==> config.mk <==
export PLATFORM = sky130hd
export DESIGN_NAME = slsc_link_ctrl
export DESIGN_NICKNAME = d
export VERILOG_FILES = /design/src/core/slsc_pkg.sv /design/src/core/slsc_frm_if.sv /design/src/core/slsc_debounce.sv /design/src/core/slsc_acq_timer.sv /design/src/core/slsc_link_ctrl.sv
export VERILOG_INCLUDE_DIRS = /design/src /design/src/core
export SDC_FILE = /design/constraint.sdc
export NUM_CORES = 1
export LEC_CHECK = 0
export BUFFER_PORTS_ARGS = -buffer_cell sky130_fd_sc_hd__buf_2
export CAP_MARGIN = 10
export CORE_MARGIN = 10
export CORE_UTILIZATION = 45
export CTS_CLUSTER_SIZE = 8
export DETAILED_ROUTE_END_ITERATION = 10
export HOLD_SLACK_MARGIN = 0.06
export PLACE_DENSITY = 0.77
export SYNTH_ARGS = -nofsm -noshare
export SYNTH_HDL_FRONTEND = slang
export SYNTH_HIERARCHICAL = 1
export SYNTH_SLANG_ARGS = --single-unit
==> constraint.sdc <==
create_clock -name i_clk -period 2.8 [get_ports i_clk]
set_input_delay 0.14 -clock i_clk [delete_from_list [all_inputs] [get_ports i_clk]]
set_output_delay 0.14 -clock i_clk [all_outputs]
set_load 0.005 [all_outputs]
==> src/core/slsc_map.svh <==
// Register map, field positions, reset values and frame counts of the link control block.
// Assumes inclusion by bare name from every design file that needs it.
`ifndef SLSC_MAP_SVH
`define SLSC_MAP_SVH

// ----------------------------------------------------------------
// Register offsets
// ----------------------------------------------------------------
`define SLSC_ADDR_W          8
`define SLSC_ADDR_CFG        8'h00
`define SLSC_ADDR_STATUS     8'h04
`define SLSC_ADDR_ERRCNT     8'h08

// ----------------------------------------------------------------
// Configuration fields and reset value
// ----------------------------------------------------------------
`define SLSC_CFG_WIDTH_SEL   0
`define SLSC_CFG_FLAG_USE    1
`define SLSC_CFG_BAND0       2
`define SLSC_CFG_BAND1       3
`define SLSC_CFG_LOOPBACK    4
`define SLSC_CFG_REF_METHOD  5
`define SLSC_CFG_DOUBLE      6
`define SLSC_CFG_BITS        7
`define SLSC_CFG_RESET       7'h00

// ----------------------------------------------------------------
// Status fields
// ----------------------------------------------------------------
`define SLSC_ST_LOW          0
`define SLSC_ST_HIGH         1
`define SLSC_ST_BUSY         2
`define SLSC_ERRCNT_BITS     16

// ----------------------------------------------------------------
// Frame widths and counts
// ----------------------------------------------------------------
`define SLSC_NARROW_BITS     16
`define SLSC_WIDE_BITS       20
`define SLSC_DEBOUNCE_FRAMES 2
`define SLSC_ACQ_FRAMES      128

`endif

==> src/core/slsc_pkg.sv <==
// Types shared by the link control block and its helpers.
// Assumes nothing beyond a SystemVerilog compiler.
package slsc_pkg;

  // ----------------------------------------------------------------
  // Frame kinds seen on the serial side
  // ----------------------------------------------------------------
  typedef enum logic [2:0] {
    SLSC_K_FILL0 = 3'h0,
    SLSC_K_FILL1 = 3'h1,
    SLSC_K_DATA  = 3'h2,
    SLSC_K_CTRL  = 3'h3,
    SLSC_K_ERR   = 3'h4
  } slsc_kind_type;

  // ----------------------------------------------------------------
  // Link control states, one-hot
  // ----------------------------------------------------------------
  typedef enum logic [2:0] {
    SLSC_ST_ACQ  = 3'b001,
    SLSC_ST_WAIT = 3'b010,
    SLSC_ST_DATA = 3'b100
  } slsc_state_type;

endpackage

==> src/core/slsc_frm_if.sv <==
// Frame indication bundle between the controller, its debouncer and its acquisition timer.
// Assumes all parties run on the same clock.
`timescale 1ns/1ps
interface slsc_frm_if;
  import slsc_pkg::*;
  logic          tick;
  slsc_kind_type ind;
  logic          restart;
  logic          conf_valid;
  logic          busy;

  modport ctrl (output tick, output ind, output restart, input conf_valid, input busy);
  modport deb  (input tick, input ind, output conf_valid);
  modport tmr  (input tick, input ind, input restart, output busy);
endinterface

==> src/core/slsc_debounce.sv <==
// Confirms a frame indication once it repeats on consecutive frames.
// Assumes one tick per received frame.
`timescale 1ns/1ps
`include "slsc_map.svh"
module slsc_debounce #(
  parameter int N = `SLSC_DEBOUNCE_FRAMES
) (
  input wire logic i_clk,
  input wire logic i_resetn,
  slsc_frm_if.deb  frm
);
  import slsc_pkg::*;
  localparam int CW = $clog2(N + 1);

  if (N < 2) begin : g_chk
    $error("debounce needs at least two frames");
  end

  slsc_kind_type last_ff, nxt_last;
  logic [CW-1:0] cnt_ff, nxt_cnt;

  always_comb begin
    nxt_last = last_ff;
    nxt_cnt  = cnt_ff;
    if (frm.tick) begin
      nxt_last = frm.ind;
      if (frm.ind != last_ff) begin
        nxt_cnt = CW'(1);
      end else if (cnt_ff < CW'(N)) begin
        nxt_cnt = cnt_ff + CW'(1);
      end
    end
  end

  always_ff @(posedge i_clk or negedge i_resetn) begin
    if (!i_resetn) begin
      last_ff <= SLSC_K_ERR;
      cnt_ff  <= '0;
    end else begin
      last_ff <= nxt_last;
      cnt_ff  <= nxt_cnt;
    end
  end

  // Nth identical frame confirms
  assign frm.conf_valid = frm.tick && (frm.ind == last_ff) && (cnt_ff >= CW'(N - 1));
endmodule

==> src/core/slsc_acq_timer.sv <==
// Holds the acquisition state until enough error-free frames have passed.
// Assumes one tick per received frame; restart comes from the controller resets, a missing transmitter lock or an error pair.
`timescale 1ns/1ps
`include "slsc_map.svh"
module slsc_acq_timer #(
  parameter int FRAMES = `SLSC_ACQ_FRAMES
) (
  input wire logic i_clk,
  input wire logic i_resetn,
  slsc_frm_if.tmr  frm
);
  import slsc_pkg::*;
  localparam int CW = $clog2(FRAMES + 1);

  if (FRAMES < 1) begin : g_chk
    $error("acquisition timer needs a positive count");
  end

  logic [CW-1:0] cnt_ff, nxt_cnt;

  always_comb begin
    nxt_cnt = cnt_ff;
    if (frm.restart) begin
      nxt_cnt = '0;
    end else if (frm.tick) begin
      if (frm.ind == SLSC_K_ERR) begin
        nxt_cnt = '0;
      end else if (cnt_ff < CW'(FRAMES)) begin
        nxt_cnt = cnt_ff + CW'(1);
      end
    end
  end

  always_ff @(posedge i_clk or negedge i_resetn) begin
    if (!i_resetn) begin
      cnt_ff <= '0;
    end else begin
      cnt_ff <= nxt_cnt;
    end
  end

  assign frm.busy = (cnt_ff < CW'(FRAMES));
endmodule

==> src/core/slsc_link_ctrl.sv <==
// Link startup control: receive state controller, transmit framing and register port.
// Assumes frame-level serial side: one receive and one transmit frame strobe per frame,
// all inputs synchronous to i_clk.
//
// Decided for this implementation: the strobed register port and the register offsets.
`timescale 1ns/1ps
`include "slsc_map.svh"
module slsc_link_ctrl #(
  parameter int DW = `SLSC_WIDE_BITS
) (
  // Clock and reset
  input  wire logic                     i_clk,
  input  wire logic                     i_resetn,
  // Controller resets and transmitter lock
  input  wire logic                     i_ctrl_reset_a_n,
  input  wire logic                     i_ctrl_reset_b_n,
  input  wire logic                     i_tx_pll_locked,
  // Register port
  input  wire logic [`SLSC_ADDR_W-1:0]  i_reg_addr,
  input  wire logic [31:0]              i_reg_wdata,
  input  wire logic                     i_reg_we,
  input  wire logic                     i_reg_re,
  output logic      [31:0]              o_reg_rdata,
  // Transmit host side
  input  wire logic                     i_frame_clock_in,
  input  wire logic [DW-1:0]            i_tx_word,
  input  wire logic                     i_tx_flag,
  input  wire logic                     i_tx_data_word_valid_n,
  input  wire logic                     i_tx_ctrl_word_valid_n,
  output logic                          o_tx_ready,
  // Transmit serial side
  output slsc_pkg::slsc_kind_type       o_tx_kind,
  output logic      [DW-1:0]            o_tx_word,
  output logic                          o_tx_flag,
  output logic                          o_tx_valid,
  // Receive serial side
  input  wire logic                     i_rx_frame_valid,
  input  wire slsc_pkg::slsc_kind_type  i_rx_kind,
  input  wire logic [DW-1:0]            i_rx_word,
  input  wire logic                     i_rx_flag,
  output logic                          o_rx_input_loop,
  // Receive host side
  output logic      [DW-1:0]            o_rx_word,
  output logic                          o_rx_flag,
  output logic                          o_data_word_valid_n,
  output logic                          o_ctrl_word_valid_n,
  output logic                          o_rx_error,
  // State and option outputs
  output logic                          o_state_out_high_bit,
  output logic                          o_state_out_low_bit,
  output logic                          o_fill_type_select,
  output logic                          o_data_send_enable,
  output logic                          o_freq_detect_disable,
  output logic                          o_rx_active,
  output logic                          o_rate_band_sel0,
  output logic                          o_rate_band_sel1
);
  import slsc_pkg::*;

  if (DW != `SLSC_WIDE_BITS) begin : g_chk
    $error("frame width must be the wide frame width");
  end

  // ----------------------------------------------------------------
  // Configuration register
  // ----------------------------------------------------------------
  logic [`SLSC_CFG_BITS-1:0]      cfg_ff, nxt_cfg;
  logic [`SLSC_ERRCNT_BITS-1:0]   errcnt_ff, nxt_errcnt;
  logic [31:0]                    rdata_ff, nxt_rdata;
  logic                           width_select;
  logic                           flag_use_select;
  logic                           loopback_select;
  logic                           ref_method;
  logic                           double_frame;

  assign width_select    = cfg_ff[`SLSC_CFG_WIDTH_SEL];
  assign flag_use_select = cfg_ff[`SLSC_CFG_FLAG_USE];
  assign loopback_select = cfg_ff[`SLSC_CFG_LOOPBACK];
  assign ref_method      = cfg_ff[`SLSC_CFG_REF_METHOD];
  assign double_frame    = cfg_ff[`SLSC_CFG_DOUBLE];

  // ----------------------------------------------------------------
  // Receive frame checking
  // ----------------------------------------------------------------
  slsc_frm_if      frm ();
  slsc_state_type  state_ff, nxt_state;
  logic            prev_flag_ff, nxt_prev_flag;
  logic            held;
  logic            flag_check;
  logic            rx_err;
  logic            err_pair;
  logic [DW-1:0]   wmask;

  assign held       = !i_ctrl_reset_a_n || !i_ctrl_reset_b_n || !i_tx_pll_locked;
  assign flag_check = !flag_use_select && !double_frame;
  assign rx_err     = i_rx_frame_valid && ((i_rx_kind == SLSC_K_ERR) ||
                      (flag_check && (i_rx_flag == prev_flag_ff)));
  assign wmask      = width_select ? '1 : DW'({`SLSC_NARROW_BITS{1'b1}});

  assign frm.tick    = i_rx_frame_valid;
  assign frm.ind     = rx_err ? SLSC_K_ERR : i_rx_kind;
  assign err_pair    = frm.conf_valid && (frm.ind == SLSC_K_ERR);
  assign frm.restart = held || err_pair;

  slsc_debounce #(.N(`SLSC_DEBOUNCE_FRAMES)) u_debounce (
    .i_clk    (i_clk),
    .i_resetn (i_resetn),
    .frm      (frm.deb)
  );

  slsc_acq_timer #(.FRAMES(`SLSC_ACQ_FRAMES)) u_acq_timer (
    .i_clk    (i_clk),
    .i_resetn (i_resetn),
    .frm      (frm.tmr)
  );

  // ----------------------------------------------------------------
  // State controller
  // ----------------------------------------------------------------
  always_comb begin
    nxt_state     = state_ff;
    nxt_prev_flag = prev_flag_ff;
    if (i_rx_frame_valid) begin
      nxt_prev_flag = i_rx_flag;
    end
    if (held) begin
      nxt_state = SLSC_ST_ACQ;
    end else if (err_pair) begin
      nxt_state = SLSC_ST_ACQ;
    end else begin
      case (state_ff)
        SLSC_ST_ACQ: begin
          if (frm.conf_valid && !frm.busy &&
              (frm.ind == SLSC_K_FILL0 || frm.ind == SLSC_K_FILL1)) begin
            nxt_state = SLSC_ST_WAIT;
          end
        end
        SLSC_ST_WAIT: begin
          if (frm.conf_valid && frm.ind == SLSC_K_FILL1) begin
            nxt_state = SLSC_ST_DATA;
          end
        end
        SLSC_ST_DATA: begin
          nxt_state = SLSC_ST_DATA;
        end
        default: begin
          nxt_state = SLSC_ST_ACQ;
        end
      endcase
    end
  end

  always_ff @(posedge i_clk or negedge i_resetn) begin
    if (!i_resetn) begin
      state_ff     <= SLSC_ST_ACQ;
      prev_flag_ff <= 1'b0;
    end else begin
      state_ff     <= nxt_state;
      prev_flag_ff <= nxt_prev_flag;
    end
  end

  assign o_state_out_high_bit  = (state_ff != SLSC_ST_ACQ);
  assign o_state_out_low_bit   = (state_ff == SLSC_ST_DATA);
  assign o_fill_type_select    = o_state_out_high_bit;
  assign o_freq_detect_disable = o_state_out_high_bit;
  assign o_rx_active           = o_state_out_high_bit;
  assign o_data_send_enable    = o_state_out_low_bit;
  assign o_tx_ready            = o_data_send_enable;
  assign o_rx_input_loop       = ref_method ? o_state_out_high_bit : loopback_select;
  assign o_rate_band_sel0      = cfg_ff[`SLSC_CFG_BAND0];
  assign o_rate_band_sel1      = cfg_ff[`SLSC_CFG_BAND1];

  // ----------------------------------------------------------------
  // Receive host output
  // ----------------------------------------------------------------
  logic [DW-1:0] rx_word_ff, nxt_rx_word;
  logic          rx_flag_ff, nxt_rx_flag;
  logic          dav_n_ff, nxt_dav_n;
  logic          cav_n_ff, nxt_cav_n;
  logic          rx_err_ff;

  always_comb begin
    nxt_rx_word = rx_word_ff;
    nxt_rx_flag = rx_flag_ff;
    nxt_dav_n   = 1'b1;
    nxt_cav_n   = 1'b1;
    if (i_rx_frame_valid && o_rx_active && !rx_err &&
        (i_rx_kind == SLSC_K_DATA || i_rx_kind == SLSC_K_CTRL)) begin
      nxt_rx_word = i_rx_word & wmask;
      nxt_rx_flag = i_rx_flag;
      nxt_dav_n   = (i_rx_kind != SLSC_K_DATA);
      nxt_cav_n   = (i_rx_kind != SLSC_K_CTRL);
    end
  end

  always_ff @(posedge i_clk or negedge i_resetn) begin
    if (!i_resetn) begin
      rx_word_ff <= '0;
      rx_flag_ff <= 1'b0;
      dav_n_ff   <= 1'b1;
      cav_n_ff   <= 1'b1;
      rx_err_ff  <= 1'b0;
    end else begin
      rx_word_ff <= nxt_rx_word;
      rx_flag_ff <= nxt_rx_flag;
      dav_n_ff   <= nxt_dav_n;
      cav_n_ff   <= nxt_cav_n;
      rx_err_ff  <= rx_err;
    end
  end

  assign o_rx_word           = rx_word_ff;
  assign o_rx_flag           = rx_flag_ff;
  assign o_data_word_valid_n = dav_n_ff;
  assign o_ctrl_word_valid_n = cav_n_ff;
  assign o_rx_error          = rx_err_ff;

  // ----------------------------------------------------------------
  // Transmit framing
  // ----------------------------------------------------------------
  slsc_kind_type tx_kind_ff, nxt_tx_kind;
  logic [DW-1:0] tx_word_ff, nxt_tx_word;
  logic          toggle_ff, nxt_toggle;
  logic          tx_flag_ff, nxt_tx_flag;
  logic          tx_valid_ff;

  always_comb begin
    nxt_tx_kind = tx_kind_ff;
    nxt_tx_word = tx_word_ff;
    nxt_toggle  = toggle_ff;
    nxt_tx_flag = tx_flag_ff;
    if (i_frame_clock_in) begin
      nxt_toggle  = !toggle_ff;
      nxt_tx_flag = flag_use_select ? i_tx_flag : !toggle_ff;
      if (o_data_send_enable && (!i_tx_data_word_valid_n || !i_tx_ctrl_word_valid_n)) begin
        nxt_tx_kind = i_tx_data_word_valid_n ? SLSC_K_CTRL : SLSC_K_DATA;
        nxt_tx_word = i_tx_word & wmask;
      end else begin
        nxt_tx_kind = o_fill_type_select ? SLSC_K_FILL1 : SLSC_K_FILL0;
        nxt_tx_word = '0;
      end
    end
  end

  always_ff @(posedge i_clk or negedge i_resetn) begin
    if (!i_resetn) begin
      tx_kind_ff  <= SLSC_K_FILL0;
      tx_word_ff  <= '0;
      toggle_ff   <= 1'b0;
      tx_flag_ff  <= 1'b0;
      tx_valid_ff <= 1'b0;
    end else begin
      tx_kind_ff  <= nxt_tx_kind;
      tx_word_ff  <= nxt_tx_word;
      toggle_ff   <= nxt_toggle;
      tx_flag_ff  <= nxt_tx_flag;
      tx_valid_ff <= i_frame_clock_in;
    end
  end

  assign o_tx_kind  = tx_kind_ff;
  assign o_tx_word  = tx_word_ff;
  assign o_tx_flag  = tx_flag_ff;
  assign o_tx_valid = tx_valid_ff;

  // ----------------------------------------------------------------
  // Register port
  // ----------------------------------------------------------------
  always_comb begin
    nxt_cfg    = cfg_ff;
    nxt_errcnt = errcnt_ff;
    nxt_rdata  = '0;
    if (i_reg_we && i_reg_addr == `SLSC_ADDR_CFG) begin
      nxt_cfg = i_reg_wdata[`SLSC_CFG_BITS-1:0];
    end
    if (i_reg_we && i_reg_addr == `SLSC_ADDR_ERRCNT) begin
      nxt_errcnt = '0;
    end
    // Error beats clear
    if (rx_err && nxt_errcnt != '1) begin
      nxt_errcnt = nxt_errcnt + `SLSC_ERRCNT_BITS'(1);
    end
    if (i_reg_re) begin
      case (i_reg_addr)
        `SLSC_ADDR_CFG: begin
          nxt_rdata[`SLSC_CFG_BITS-1:0] = cfg_ff;
        end
        `SLSC_ADDR_STATUS: begin
          nxt_rdata[`SLSC_ST_LOW]  = o_state_out_low_bit;
          nxt_rdata[`SLSC_ST_HIGH] = o_state_out_high_bit;
          nxt_rdata[`SLSC_ST_BUSY] = frm.busy;
        end
        `SLSC_ADDR_ERRCNT: begin
          nxt_rdata[`SLSC_ERRCNT_BITS-1:0] = errcnt_ff;
        end
        default: begin
          nxt_rdata = '0;
        end
      endcase
    end
  end

  always_ff @(posedge i_clk or negedge i_resetn) begin
    if (!i_resetn) begin
      cfg_ff    <= `SLSC_CFG_RESET;
      errcnt_ff <= '0;
      rdata_ff  <= '0;
    end else begin
      cfg_ff    <= nxt_cfg;
      errcnt_ff <= nxt_errcnt;
      rdata_ff  <= nxt_rdata;
    end
  end

  assign o_reg_rdata = rdata_ff;
endmodule

Yosys cells after proc, flatten, opt, wreduce, memory -nomap -nowiden --
Index checks and enable logic that the tools add are counted.
Storage, ports and cells: flip-flop bits (word level) 122
Operators by class: multiplexer cells 27, reductions and logical operators 41, equality and inequality tests 19, bitwise logic cells 2, magnitude comparators 3, add/sub/neg operators 3
Operators with widths (count):
- $mux 16 | 3
- $and 20x20->20 | 2
- $mux 20 | 2
- $mux 8 | 4
- $pmux 3 s3 | 2
- $add 16x1->16 const B | 1
- $logic_and 1x1->1 | 16
- $ne 16x16->1 const B | 1
- $mux 3 | 5
- $logic_not 1->1 | 10
- $eq 3x2->1 const B | 3
- $eq 3x3->1 const B | 3
- $mux 9 | 1
- $add 8x1->8 const B | 1
- $eq 8x3->1 const B | 1
- $eq 8x4->1 const B | 1
- $logic_not 8->1 | 1
- $lt 8x8->1 const B | 1
- $ne 4x4->1 const B | 2
- $pmux 4 s2 | 1
- $logic_or 1x1->1 | 7
- $eq 3x1->1 const B | 2
- $mux 1 | 6
- $mux 2 | 3
- 12 further kinds | 16

Logic depth before layout (Yosys ltp) --
Gate-level depths: netlist (run 1).
depth after elaboration 15, depth in mapped cells 12

Cells and area by module --
The synthesis (run 1) kept the hierarchy.
Modules (own cells, without submodules):
- slsc_link_ctrl | times used 1, cells an instance 354, area an instance 4157.7 um^2
- slsc_acq_timer | times used 1, cells an instance 59, area an instance 566.8 um^2
- slsc_debounce | times used 1, cells an instance 22, area an instance 266.5 um^2

Worst setup path before layout (run 1) --
OpenSTA, ideal clock, no wires.
kind register -> register, start register prev_flag_ff, end register u_acq_timer.cnt_ff[5], required time 2.679 ns, cell stages (with the launch flop) 12, period minus slack after synthesis 2.819 ns, path buffers 0, slack -0.019 ns, setup time 0.121 ns, data arrival time 2.698 ns, cell sequence dfrtp_1 > xnor2_1 > a21oi_1 > inv_1 > xor2_1 > or3_4 > nor3b_2 > inv_1 > o2111ai_1 > inv_1 > and2_1 > a22o_1
Between the ends: longest elaborated chain between the ends 12
Ends and longest elaborated chain:
- start: declaration | line slsc_link_ctrl.sv:87 | logic prev_flag_ff, nxt_prev_flag;
- start signal: assignment | line slsc_link_ctrl.sv:159 | prev_flag_ff <= nxt_prev_flag;
- $eq 1x1->1 * | line slsc_link_ctrl.sv:97 | (flag_check && (i_rx_flag == prev_flag_ff)));
- $logic_and 1x1->1 * | line slsc_link_ctrl.sv:97
- $logic_or 1x1->1 * | line slsc_link_ctrl.sv:96 | assign rx_err = i_rx_frame_valid && ((i_rx_kind == SLSC_K_ERR) ||
- $logic_and 1x1->1 * | line slsc_link_ctrl.sv:96
- $mux 3 * | line slsc_link_ctrl.sv:101 | assign frm.ind = rx_err ? SLSC_K_ERR : i_rx_kind;
- via frm.ind[2] | line slsc_frm_if.sv:7 | slsc_kind_type ind;
- $eq 3x3->1 * | line slsc_debounce.sv:46 | assign frm.conf_valid = frm.tick && (frm.ind == last_ff) && (cnt_ff >= CW'(N - 1));
- $logic_and 1x1->1 * (2 in series) | line slsc_debounce.sv:46
- via frm.conf_valid | line slsc_frm_if.sv:9 | logic conf_valid;
- $logic_and 1x1->1 * | line slsc_link_ctrl.sv:102 | assign err_pair = frm.conf_valid && (frm.ind == SLSC_K_ERR);
- $logic_or 1x1->1 * | line slsc_link_ctrl.sv:103 | assign frm.restart = held || err_pair;
- via frm.restart | line slsc_frm_if.sv:8 | logic restart;
- $reduce_bool 3->1 (no source line) or $reduce_bool 2->1 (tied branches)
- $reduce_and 2->1 (no source line)
- end signal: assignment | line slsc_acq_timer.sv:38 | cnt_ff <= nxt_cnt;
- end: declaration | line slsc_acq_timer.sv:19 | logic [CW-1:0] cnt_ff, nxt_cnt;
Mark *: on every way through the listed nets, which the timed path passes. The rest lies on a longest branch. The select of a mux whose other input is x is not followed. A chain may end at the register's enable or synchronous reset.

Final worst setup path (run 1) --
start input i_rx_flag, end register u_acq_timer.cnt_ff[7]
Between the ends: longest elaborated chain between the ends 12
Ends and longest elaborated chain:
- start: declaration | line slsc_link_ctrl.sv:40 | input wire logic i_rx_flag,
- $eq 1x1->1 * | line slsc_link_ctrl.sv:97
- $logic_and 1x1->1 * | line slsc_link_ctrl.sv:97
- $logic_or 1x1->1 * | line slsc_link_ctrl.sv:96
- $logic_and 1x1->1 * | line slsc_link_ctrl.sv:96
- $mux 3 * | line slsc_link_ctrl.sv:101
- via frm.ind[2] | line slsc_frm_if.sv:7
- $eq 3x3->1 * | line slsc_debounce.sv:46
- $logic_and 1x1->1 * (2 in series) | line slsc_debounce.sv:46
- via frm.conf_valid | line slsc_frm_if.sv:9
- $logic_and 1x1->1 * | line slsc_link_ctrl.sv:102
- $logic_or 1x1->1 * | line slsc_link_ctrl.sv:103
- via frm.restart | line slsc_frm_if.sv:8
- $reduce_bool 3->1 (no source line) or $reduce_bool 2->1 (tied branches)
- $reduce_and 2->1 (no source line)
Marks and branches as above.

==> results of run 1 <==
## repair_timing
| action | 4_1_cts | 5_1_grt |
|---|---|---|
| hold buffers | 50 | 0 |
| hold endpoints to repair | 107 | 0 |
| gates resized for setup | 0 | 7 |
| endpoints found under the setup margin | 0 | 7 |
| buffers inserted | 0 | 1 |
## state kept, by name, summed over array words and instances (netlist names), 2 cells and up
signal and count:
u_debounce/cnt_ff 2, o_tx_word 20, state_ff 3, errcnt_ff 16
u_debounce/last_ff 3, o_reg_rdata 16, o_tx_kind 2, u_acq_timer/cnt_ff 8
o_rx_word 20, cfg_ff 7
## per-layer routing
| metal | wire length (um) | up-vias |
|---|---|---|
| li1 | - | 1923 |
| met1 | 5336 | 2039 |
| met2 | 7343 | 125 |
| met3 | 560 | 24 |
| met4 | 306 | 0 |
| met5 | 0 | - |
## final cells by class
cell class	count	area, sq um
tap	140	175.2
sequential	105	2634
antenna	1	2.502
clock inverter	4	48.80
timing repair buffer	207	1338
inverter	20	75.07
multi-input combinational	283	2100
fill	865	4303
clock buffer	12	165.2
## stage by stage
step	cell area [sq um]	hold WS, ps	setup slack [ps]
2_1_floorplan	5057	-155.6	131.3
3_3_place_gp	5778	257.6	152.5
3_5_place_dp	5778	263.4	82.42
4_1_cts	6492	60.00	52.58
5_1_grt	6538	84.93	-0.01665
6_report	6538	78.95	140.2
## worst reg2reg max path, cell delays in order (launching register included)
cell and delay (ps):
dfrtp_1 450, xnor2_4 170, buf_4 150, a21oi_2 150, inv_1 100, xor2_1 160
or3_4 350, nor3b_2 160, inv_1 100, o2111ai_2 250, buf_6 170, o211ai_1 100
nor3_1 150, o21a_1 130
## synthesized netlist by cell type (2+ instances only)
cell / n / area [sq um]
inv_1: 20 / 75.07
and3_1: 5 / 31.28
nor4_1: 7 / 43.79
nor3b_1: 2 / 15.01
dfrtp_1: 101 / 2527
nor2_1: 15 / 56.30
a22o_1: 18 / 157.7
o22a_1: 2 / 17.52
nor3_1: 4 / 20.02
a21boi_0: 2 / 15.01
o21ai_0: 5 / 25.02
a211oi_1: 4 / 30.03
dfstp_2: 4 / 105.1
a21oi_1: 19 / 95.09
and4_1: 3 / 26.28
and2_1: 19 / 118.9
o31a_1: 4 / 35.03
nor2b_1: 3 / 18.77
nand4_1: 4 / 25.02
and3b_1: 3 / 26.28
xor2_1: 4 / 35.03
o211ai_1: 2 / 15.01
or4_1: 6 / 45.04
ha_1: 3 / 37.54
a31o_2: 2 / 17.52
nand2_1: 18 / 67.56
nand2b_1: 7 / 43.79
buf_6: 3 / 33.78
mux2i_1: 16 / 160.2
buf_4: 22 / 165.2
nand4b_1: 6 / 52.55
a32o_1: 4 / 40.04
mux2_2: 28 / 315.3
buf_2: 9 / 45.04
nand3_1: 15 / 75.07
o2111ai_1: 2 / 17.52
o31ai_1: 6 / 45.04
o21a_1: 4 / 30.03
clkbuf_1: 8 / 30.03
a31oi_1: 3 / 18.77
## cells by family (layout without fill, tap and decap cells)
| kind of cell | count (synthesis) | count (layout) | synth area share, % |
|---|---|---|---|
| muxes | 44 | 44 | 9.526 |
| adders and majority gates | 3 | 3 | 0.7521 |
| DFF | 105 | 105 | 52.74 |
| AOI/OAI and AO/OA | 87 | 87 | 13.44 |
| xor gates and xnor gates | 5 | 5 | 0.8774 |
| and+or+nand+nor | 127 | 127 | 15.52 |
| other | 1 | 18 | 0.07513 |
| buffers and inverters | 63 | 243 | 7.069 |
## worst paths after layout
kind / from / end / slack, ps / cells after the start
min in group asynchronous: i_resetn / o_rx_word[6] / 380 / 2
hold / removal: i_tx_flag / o_tx_flag / 80 / 3
setup / recovery: i_rx_flag / u_acq_timer/cnt_ff[7] / 140 / 15
hold reg to reg: o_tx_kind[1] / o_tx_kind[1] / 490 / 1
setup reg to reg: prev_flag_ff / u_acq_timer/cnt_ff[7] / 160 / 13
max in group asynchronous: i_resetn / cfg_ff[0] / 1700 / 3
## power groups by stage
stage | sequential [W] | combinational, W | clock (W)
2_1_floorplan | 0.00170 | 0.000319 | 0
6_report | 0.00170 | 0.000537 | 0.000992
3_5_place_dp | 0.00173 | 0.000468 | 0
4_1_cts | 0.00170 | 0.000525 | 0.00103
5_1_grt | 0.00172 | 0.000600 | 0.00108
3_3_place_gp | 0.00172 | 0.000448 | 0
==> metrics.md, run 1 <==
| Metric | Value |
|---|---|
| Outcome | `complete, no violations` |
| Worst Skew | `8.703 ps` |
| Yosys cell types | `63` |
| Pin slew with the least headroom to its limit | `786.1 ps` |
| CP cell instances | `dlygate4sd3_1 > buf_2 > xnor2_4 > buf_4 > a21oi_2 > inv_1 > xor2_1 > or3_4 > nor3b_2 > inv_1 > o2111ai_2 > buf_6 > o211ai_1 > nor3_1 > o21a_1` |
| YS warnings | `6` |
| Setup crit start kind | `input port` |
| Asr flop ratio synth | `100.0%` |
| Worst slew margin | `47.59%` |
| Met3 usage | `3.676%` |
| Worst-Skew Late Latency | `360 ps` |
| Seq/Total Area, Yosys | `52.75%` |
| Max-slew violations | `0` |
| Leak | `3.325 nW` |
| Tcrit/Tclk final | `94.99%` |
| Post-Route WL | `13550 um` |
| # IOs | `187` |
| CP arrival | `2960 ps` |
| FP Rows | `38` |
| Num CTS Buffers | `9` |
| Routed Antenna Nets | `0` |
| Max clock buf depth | `2` |
| Final hold vios | `0` |
| Gr usage total | `17.01%` |
| CTS tree | `done` |
| Combinational fraction of design power | `16.6%` |
| GRT overflow | `0` |
| Critical path class | `input port to flip-flop` |
| Average via count per standard cell | `5.325` |
| Crit path max fanout | `7` |
| Worst path max stage delay | `530 ps` |
| Leading cell type in the layout, fill and taps excluded | `buf_2` |
| Hold Crit Class | `input port to flip-flop` |
| Initial antenna violation count | `1` |
| Min cycle time layout | `2660 ps` |
| Fin cells | `772` |
| Via count | `4111` |
| Top FF cell, synth | `dfrtp_1` |
| Setup TNS | `0 ps` |
| Die H | `125.3 um` |
| Int Pwr | `0.002349 W` |
| Clock Sink Count | `105` |
| Full die area | `15700 sq um` |
| Buf/Inv on CP | `6` |
| First-pass GRT wire length | `22250 um` |
| Largest net degree at the start of global routing | `61` |
| Sw power | `0.0008843 W` |
| Initial DRT Pass Iterations | `4` |
| Fraction of layout cells with a size suffix above 1 | `35.50%` |
| DRC errors left | `0` |
| Layout-stage area growth over the synthesis result | `30.99%` |
| DP Wirelength | `9738 um` |
| Clock network fraction of total power | `30.7%` |
| Max-Cap Viols | `0` |
| Max Freq | `0.3760 GHz` |
| EDFF count, synth | `0` |
| Most frequent cells in the layout | `buf_2, dfrtp_1, dlygate4sd3_1` |
| Post-layout util | `60.31%` |
| Vias in the first global route | `4346` |
| Core Box Area | `10840 sq um` |
| Die X | `125.3 um` |
| Met2 Use GR | `30.98%` |
| CP endpoint kind | `flip-flop` |
| Worst EP required | `3100 ps` |
| Peak supply drop | `0.0002908 V` |
| Starting Density | `46.04%` |
| Power Dens Cells | `494.6 nW/um^2` |
| Htree depth | `3` |
| DP Cell Count | `703` |
| 1st-iter DRT viols | `288` |
| Mapped Cells | `435` |
| Fin nets | `725` |
| Most Frequent Cell on Critical Path | `inv_1` |
| Synthesized area | `4991 sq um` |
| Switch share | `27.35%` |
| Avg Cell Area, Syn | `11.47 sq um` |
| Worst path top cell family by delay | `buffers and inverters` |
| GR Util met1 | `18.69%` |
| Wire length per cell | `17.55 um` |
| Layer with the highest usage | `met2` |
| Flops & latches, synth | `105` |
| Setup violations, final | `0` |
| Total power | `0.003233 W` |
| PortBufs | `144` |
| Clock root buffer | `clkbuf_8` |
| Slowest-stage cell, CP | `dlygate4sd3_1` |
| Clock slew at reported path FFs | `90 ps` |
| Power share of the sequential group | `52.7%` |
| Routability cong. | `0.8686` |
(Power assumes the default switching activity.)
==> inputs of run 2 (changes only) <==
--- a/config.mk
+++ b/config.mk
@@ -14,6 +14,7 @@
 export DETAILED_ROUTE_END_ITERATION = 10
 export HOLD_SLACK_MARGIN = 0.06
 export PLACE_DENSITY = 0.77
+export SETUP_SLACK_MARGIN = 0.4
 export SYNTH_ARGS = -nofsm -noshare
 export SYNTH_HDL_FRONTEND = slang
 export SYNTH_HIERARCHICAL = 1
==> metrics.md, run 2 (synthesized netlist as in run 1, its figures left out) <==
| Metric | Value |
|---|---|
| Critical path class | `flip-flop to flip-flop` |
| Die H | `125.3 um (unchanged)` |
| Gr usage total | `17.40% (+0.39 points)` |
| Initial DRT Pass Iterations | `5 (+1)` |
| GRT overflow | `0 (unchanged)` |
| Number of fill cells | `869 (+0.46%)` |
| Routed Antenna Nets | `0 (unchanged)` |
| Slowest-stage cell, CP | `dfrtp_2` |
| Clock slew at reported path FFs | `100 ps (about the same)` |
| Fin nets | `737 (+1.7%)` |
| Worst-Skew Late Latency | `380 ps (+20 ps)` |
| Place WS | `116.1 ps (+33.70 ps)` |
| Setup violations, final | `0 (unchanged)` |
| Routability cong. | `0.8259 (-4.9%)` |
| Via count | `4133 (+0.54%)` |
| Layout-stage area growth over the synthesis result | `33.84%` |
| Min cycle time layout | `2448 ps (-211.6 ps)` |
| Worst Skew | `12.85 ps (+4.152 ps)` |
| Clock root buffer | `clkbuf_8` |
| Post-Route WL | `13910 um (+2.7%)` |
| Buf/Inv on CP | `3 (-3)` |
| Hold Crit Depth | `2 (-1)` |
| Worst hold path endpoint | `o_rx_flag` |
| Worst EP required | `3070 ps (-30 ps)` |
| Initial antenna violation count | `1 (unchanged)` |
| CP arrival | `2720 ps (-240 ps)` |
| Leak | `3.378 nW (+1.6%)` |
| Pin slew with the least headroom to its limit | `717.9 ps (-68.25 ps)` |
| Setup TNS | `0 ps (unchanged)` |
| Core Box Area | `10840 sq um (unchanged)` |
| Fraction of layout cells with a size suffix above 1 | `37.64% (+2.1 points)` |
| CTS tree | `done` |
| Worst slew margin | `52.03% (+4.4 points)` |
| Most frequent cells in the layout | `buf_2, dfrtp_1, dlygate4sd3_1` |
| Num CTS Buffers | `9 (unchanged)` |
| Setup crit start kind | `flip-flop` |
| PortBufs | `144 (unchanged)` |
| Largest net degree at the start of global routing | `56 (-8.2%)` |
| Starting Density | `46.04% (unchanged)` |
| DP Wirelength | `9684 um (-0.56%)` |
| Worst r2r dst | `u_acq_timer/cnt_ff[5]` |
| Most Frequent Cell on Critical Path | `inv_2` |
| 1st-iter DRT viols | `365 (+27%)` |
| Die X | `125.3 um (unchanged)` |
| Tcrit/Tclk final | `87.44% (-7.6 points)` |
| Final hold vios | `0 (unchanged)` |
| Clock Sink Count | `105 (unchanged)` |
| Outcome | `complete, no violations` |
| Htree depth | `3 (unchanged)` |
| Worst reg-to-reg setup slack | `350 ps (+190 ps)` |
| Worst path max stage delay | `450 ps (-80 ps)` |
| Unrepaired setup endpoints after global routing | `yes` |
| PnR worst setup slack | `351.8 ps (+211.6 ps)` |
| CP endpoint kind | `flip-flop` |
| Vias in the first global route | `4394 (+1.1%)` |
| Leading cell type in the layout, fill and taps excluded | `buf_2` |
| Worst R2R Path Depth | `11 (-2)` |
| # IOs | `187 (unchanged)` |
| Wire length per cell | `17.74 um (+1.1%)` |
| First-pass GRT wire length | `22410 um (+0.75%)` |
| Max Freq | `0.4085 GHz (+8.6%)` |
| Max-Cap Viols | `0 (unchanged)` |
| Power Dens Cells | `479.1 nW/um^2 (-3.1%)` |
| Crit path max fanout | `5 (-2)` |
| Full die area | `15700 sq um (unchanged)` |
| Max clock buf depth | `2 (unchanged)` |
| Average via count per standard cell | `5.272 (-1.0%)` |
| FP Rows | `38 (unchanged)` |
| Max-slew violations | `0 (unchanged)` |
| Peak supply drop | `0.0003276 V (+13%)` |
| CP cell instances | `xnor2_4 > a21oi_4 > inv_2 > xor2_1 > or3_4 > nor3b_2 > inv_2 > o2111ai_4 > inv_2 > and2_4 > a22o_1` |
| Min-delay src | `i_rx_flag` |
| Hold Crit Class | `input port to flip-flop` |
| DRC errors left | `0 (unchanged)` |
| Worst path top cell family by delay | `simple AND/OR/NAND/NOR gates` |
| Worst r2r src | `prev_flag_ff` |
[run 2: cell types whose count changed in the layout (fill, tap and decap cells not counted), moves of 2 or more]
cell | before | now
buf_4 | 12 | 20
clkbuf_8 | 12 | 9
dlygate4sd3_1 | 50 | 53
inv_1 | 19 | 17
inv_2 | 1 | 3
nor4_1 | 7 | 5
[run 2: worst max-delay path by stage]
stage                 startpoint               endpoint  slack [ps]  depth (start not counted)
floorplan              cfg_ff[1]  u_acq_timer/cnt_ff[5]         360                         10
CTS                    cfg_ff[1]  u_acq_timer/cnt_ff[7]         300                         11
detailed placement     cfg_ff[1]  u_acq_timer/cnt_ff[5]         120                         10
finish              prev_flag_ff  u_acq_timer/cnt_ff[5]         350                         11
global placement       cfg_ff[1]  u_acq_timer/cnt_ff[5]         180                         10
global route        prev_flag_ff  u_acq_timer/cnt_ff[7]         250                         10
[run 2: repair_timing]
action,in CTS,in global routing
resized for setup,8,2
hold endpoints to repair,99,0
buffers inserted,10,2
endpoints found under the setup margin,8,8
hold buffers,53,0
pin swaps,9,3
[run 2: metal layers]
| layer | global-route usage (%) | part of all wire, % | vias to the layer above |
|---|---|---|---|
| met1 | 18.95 | 39 | 2003 |
| li1 | - | - | 1944 |
| met3 | 5.577 | 6.4 | 26 |
| met5 | 0 | 0 | - |
| met4 | 6.640 | 2.5 | 0 |
| met2 | 30.82 | 52 | 160 |
[run 2: where the power goes]
| group | internal (W) | switching (W) | total (W) | leakage, nW |
|---|---|---|---|---|
| Combinational | 0.000278 | 0.000291 | 0.000569 | 1.89 |
| Clock | 0.000413 | 0.000518 | 0.000932 | 0.0994 |
| Sequential | 0.00160 | 0.0000954 | 0.00170 | 1.39 |
[run 2: final cells by class]
| type | instances | area (sq um) | share of cell area [%] |
|---|---|---|---|
| Clock buffer | 9 | 123.9 | 1.854 |
| Timing Repair Buffer | 219 | 1439 | 21.54 |
| Multi-Input combinational cell | 283 | 2160 | 32.33 |
| Inverter | 20 | 75.07 | 1.124 |
| Sequential cell | 105 | 2635 | 39.45 |
| Antenna cell | 1 | 2.502 | 0.03746 |
| Clock inverter | 7 | 70.07 | 1.049 |
| Tap cell | 140 | 175.2 | 2.622 |
[run 2: worst reg2reg max path: stages (launching register included)]
cell	delay, ps
dfrtp_2	450
xnor2_4	180
a21oi_4	170
inv_2	50
xor2_1	150
or3_4	400
nor3b_2	180
inv_2	80
o2111ai_4	240
inv_2	100
and2_4	150
a22o_1	210
[run 2: metrics by stage]
stage	util, %	instances	power, W	hold slack [ps]	cell area, sq um
2_1_floorplan	-	451	0.002031	-155.6	5112
3_3_place_gp	53.66	701	0.002173	218.0	5817
3_5_place_dp	53.66	701	0.002201	218.2	5817
4_1_cts	61.36	780	0.003230	85.28	6651
5_1_grt	61.62	784	0.003364	87.07	6680
6_report	61.62	784	0.003200	105.7	6680
==> inputs of run 3 (changes only) <==
--- a/config.mk
+++ b/config.mk
@@ -9,11 +9,11 @@
 export BUFFER_PORTS_ARGS = -buffer_cell sky130_fd_sc_hd__buf_2
 export CAP_MARGIN = 10
 export CORE_MARGIN = 10
-export CORE_UTILIZATION = 45
+export CORE_UTILIZATION = 49
 export CTS_CLUSTER_SIZE = 8
 export DETAILED_ROUTE_END_ITERATION = 10
 export HOLD_SLACK_MARGIN = 0.06
-export PLACE_DENSITY = 0.77
+export PLACE_DENSITY = 0.8
 export SETUP_SLACK_MARGIN = 0.4
 export SYNTH_ARGS = -nofsm -noshare
 export SYNTH_HDL_FRONTEND = slang
==> constraint.sdc (replaced) <==
create_clock -name i_clk -period 2.26 [get_ports i_clk]
set_input_delay 0.113 -clock i_clk [delete_from_list [all_inputs] [get_ports i_clk]]
set_output_delay 0.113 -clock i_clk [all_outputs]
set_load 0.005 [all_outputs]
==> metrics.md, run 3 (synthesized netlist as in run 1, its figures left out) <==
| Metric | Value |
|---|---|
| Worst-Skew Late Latency | `390 ps (about the same)` |
| DP Cell Count | `718 (+2.4%)` |
| Place WS | `-199.9 ps (-316.0 ps)` |
| CP cell instances | `nor3b_4 > a21boi_2 > xor2_1 > or3_4 > nor3b_4 > inv_2 > o2111ai_4 > inv_2 > and2_4 > a22o_1` |
| DRC errors left | `0 (unchanged)` |
| Via count | `4614 (+12%)` |
| CTS tree | `done` |
| First-pass GRT wire length | `24610 um (+9.8%)` |
| Peak supply drop | `0.0004089 V (+25%)` |
| Routed Antenna Nets | `0 (unchanged)` |
| Clock Sink Count | `105 (unchanged)` |
| GRT overflow | `0 (unchanged)` |
| Die X | `120.9 um (-3.5%)` |
| Largest net degree at the start of global routing | `52 (-7.1%)` |
| Clock slew at reported path FFs | `110 ps (about the same)` |
| Die H | `120.9 um (-3.5%)` |
| Power Dens Cells | `581.3 nW/um^2 (+21%)` |
| Slowest-stage cell, CP | `dfrtp_1` |
| CP arrival | `2940 ps (+220 ps)` |
| Gr usage total | `21.05% (+3.6 points)` |
| Failing checks | `setup timing` |
| Critical path class | `flip-flop to flip-flop` |
| Setup TNS | `-2976 ps (-2976 ps)` |
| Worst Skew | `12.10 ps (-0.7532 ps)` |
| Fin cells | `813 (+3.7%)` |
| Htree depth | `3 (unchanged)` |
| Max-slew violations | `0 (unchanged)` |
| Number of fill cells | `565 (-35%)` |
| Leak | `3.615 nW (+7.0%)` |
| Fin nets | `770 (+4.5%)` |
| Most frequent cells in the layout | `buf_2, dfrtp_1, dlygate4sd3_1` |
| Clock root buffer | `clkbuf_8` |
| Pin slew with the least headroom to its limit | `910.6 ps (+192.8 ps)` |
| Fraction of layout cells with a size suffix above 1 | `46.60% (+9.0 points)` |
| PortBufs | `144 (unchanged)` |
| Tcrit/Tclk final | `117.1% (+30 points)` |
| Final hold vios | `0 (unchanged)` |
| Starting Density | `50.60% (+4.6 points)` |
| Max-Cap Viols | `0 (unchanged)` |
| Vias in the first global route | `4671 (+6.3%)` |
| Layout-stage area growth over the synthesis result | `48.11%` |
| Post-Route WL | `17760 um (+28%)` |
| # IOs | `187 (unchanged)` |
| Leading cell type in the layout, fill and taps excluded | `buf_2` |
| Max clock buf depth | `2 (unchanged)` |
| Average via count per standard cell | `5.675 (+7.7%)` |
| Initial antenna violation count | `4 (+3)` |
| Worst reg-to-reg setup slack | `-390 ps (-740 ps)` |
| Hold Crit Class | `input port to flip-flop` |
| Unrepaired setup endpoints after global routing | `yes` |
| Setup crit start kind | `flip-flop` |
| Initial DRT Pass Iterations | `5 (unchanged)` |
| Worst EP required | `2550 ps (-520 ps)` |
| Setup violations, final | `11 (+11)` |
| Num CTS Buffers | `9 (unchanged)` |
| DP Wirelength | `10320 um (+6.6%)` |
| CP endpoint kind | `flip-flop` |
| Outcome | `finished, violations left` |
| Min cycle time layout | `2647 ps (+198.6 ps)` |
| Worst path max stage delay | `450 ps (about the same)` |
| PnR worst setup slack | `-386.8 ps (-738.6 ps)` |
| Wire length per cell | `21.84 um (+23%)` |
| FP Rows | `36 (-5.3%)` |
| Max Freq | `0.3778 GHz (-7.5%)` |
| Full die area | `14620 sq um (-6.9%)` |
| Routability cong. | `0.8723 (+5.6%)` |
| Crit path max fanout | `6 (+1)` |
| 1st-iter DRT viols | `347 (-4.9%)` |
| Worst slew margin | `39.10% (-13 points)` |
| Total power | `0.004297 W (+34%)` |
| Core Box Area | `9864 sq um (-9.0%)` |
==> run 3: power by group <==
| part | internal [W] | switching [W] |
|---|---|---|
| logic | 0.000505 | 0.000506 |
| clock network | 0.000450 | 0.000690 |
| registers | 0.00199 | 0.000160 |
==> run 3: area by class of cell <==
class	count	area (sq um)	area share, %
well taps	133	166.4	2.251
inverters	20	78.83	1.066
flip-flops and latches	105	2634	35.63
repair buffers	252	1848	25.00
clock buffers	11	141.4	1.913
clock inverters	5	43.79	0.5924
diodes	4	10.01	0.1354
multi-input cells	283	2470	33.41
==> run 3: critical path, delay by kind of cell (launching register included) <==
| family | cells | cell delay, ps |
|---|---|---|
| xor gates and xnor gates | 1 | 190 |
| AOI/OAI and AO/OA | 3 | 570 |
| and+or+nand+nor | 4 | 1130 |
| buffers and inverters | 2 | 200 |
| DFF | 1 | 450 |
==> run 3: what timing repair did <==
| item | CTS | global route |
|---|---|---|
| endpoints found under the setup margin | 58 | 45 |
| gates resized for setup | 26 | 48 |
| setup buffers | 8 | 9 |
| pin swaps | 26 | 30 |
| gates cloned | 1 | 3 |
| hold endpoints to repair | 102 | 0 |
| hold buffers | 54 | 0 |
==> run 3: metal layers <==
metal  share of wire (%)  track usage (%)
met3                 6.4            3.909
met5               0.062                0
met4                 5.1            11.84
met1                  36            22.73
met2                  53            37.79
==> run 3: per-stage QoR <==
stage / utilization, % / hold slack (ps) / area [sq um]
finish: 74.94 / 126.9 / 7392
global route: 74.91 / 127.4 / 7390
CTS: 71.00 / 112.2 / 7004
global placement: 61.78 / 187.0 / 6095
detailed placement: 61.78 / 193.7 / 6095
floorplan: - / -182.6 / 5241
==> run 3: path summary, 6_finish.rpt <==
path                          startpoint               endpoint  cells after the start
hold reg to reg                toggle_ff              toggle_ff                      1
max in group asynchronous       i_resetn           prev_flag_ff                      3
setup reg to reg               cfg_ff[6]  u_acq_timer/cnt_ff[5]                     10
setup / recovery               cfg_ff[6]  u_acq_timer/cnt_ff[5]                     10
min in group asynchronous       i_resetn          errcnt_ff[12]                      2
hold / removal             i_reg_addr[2]         o_reg_rdata[1]                      4
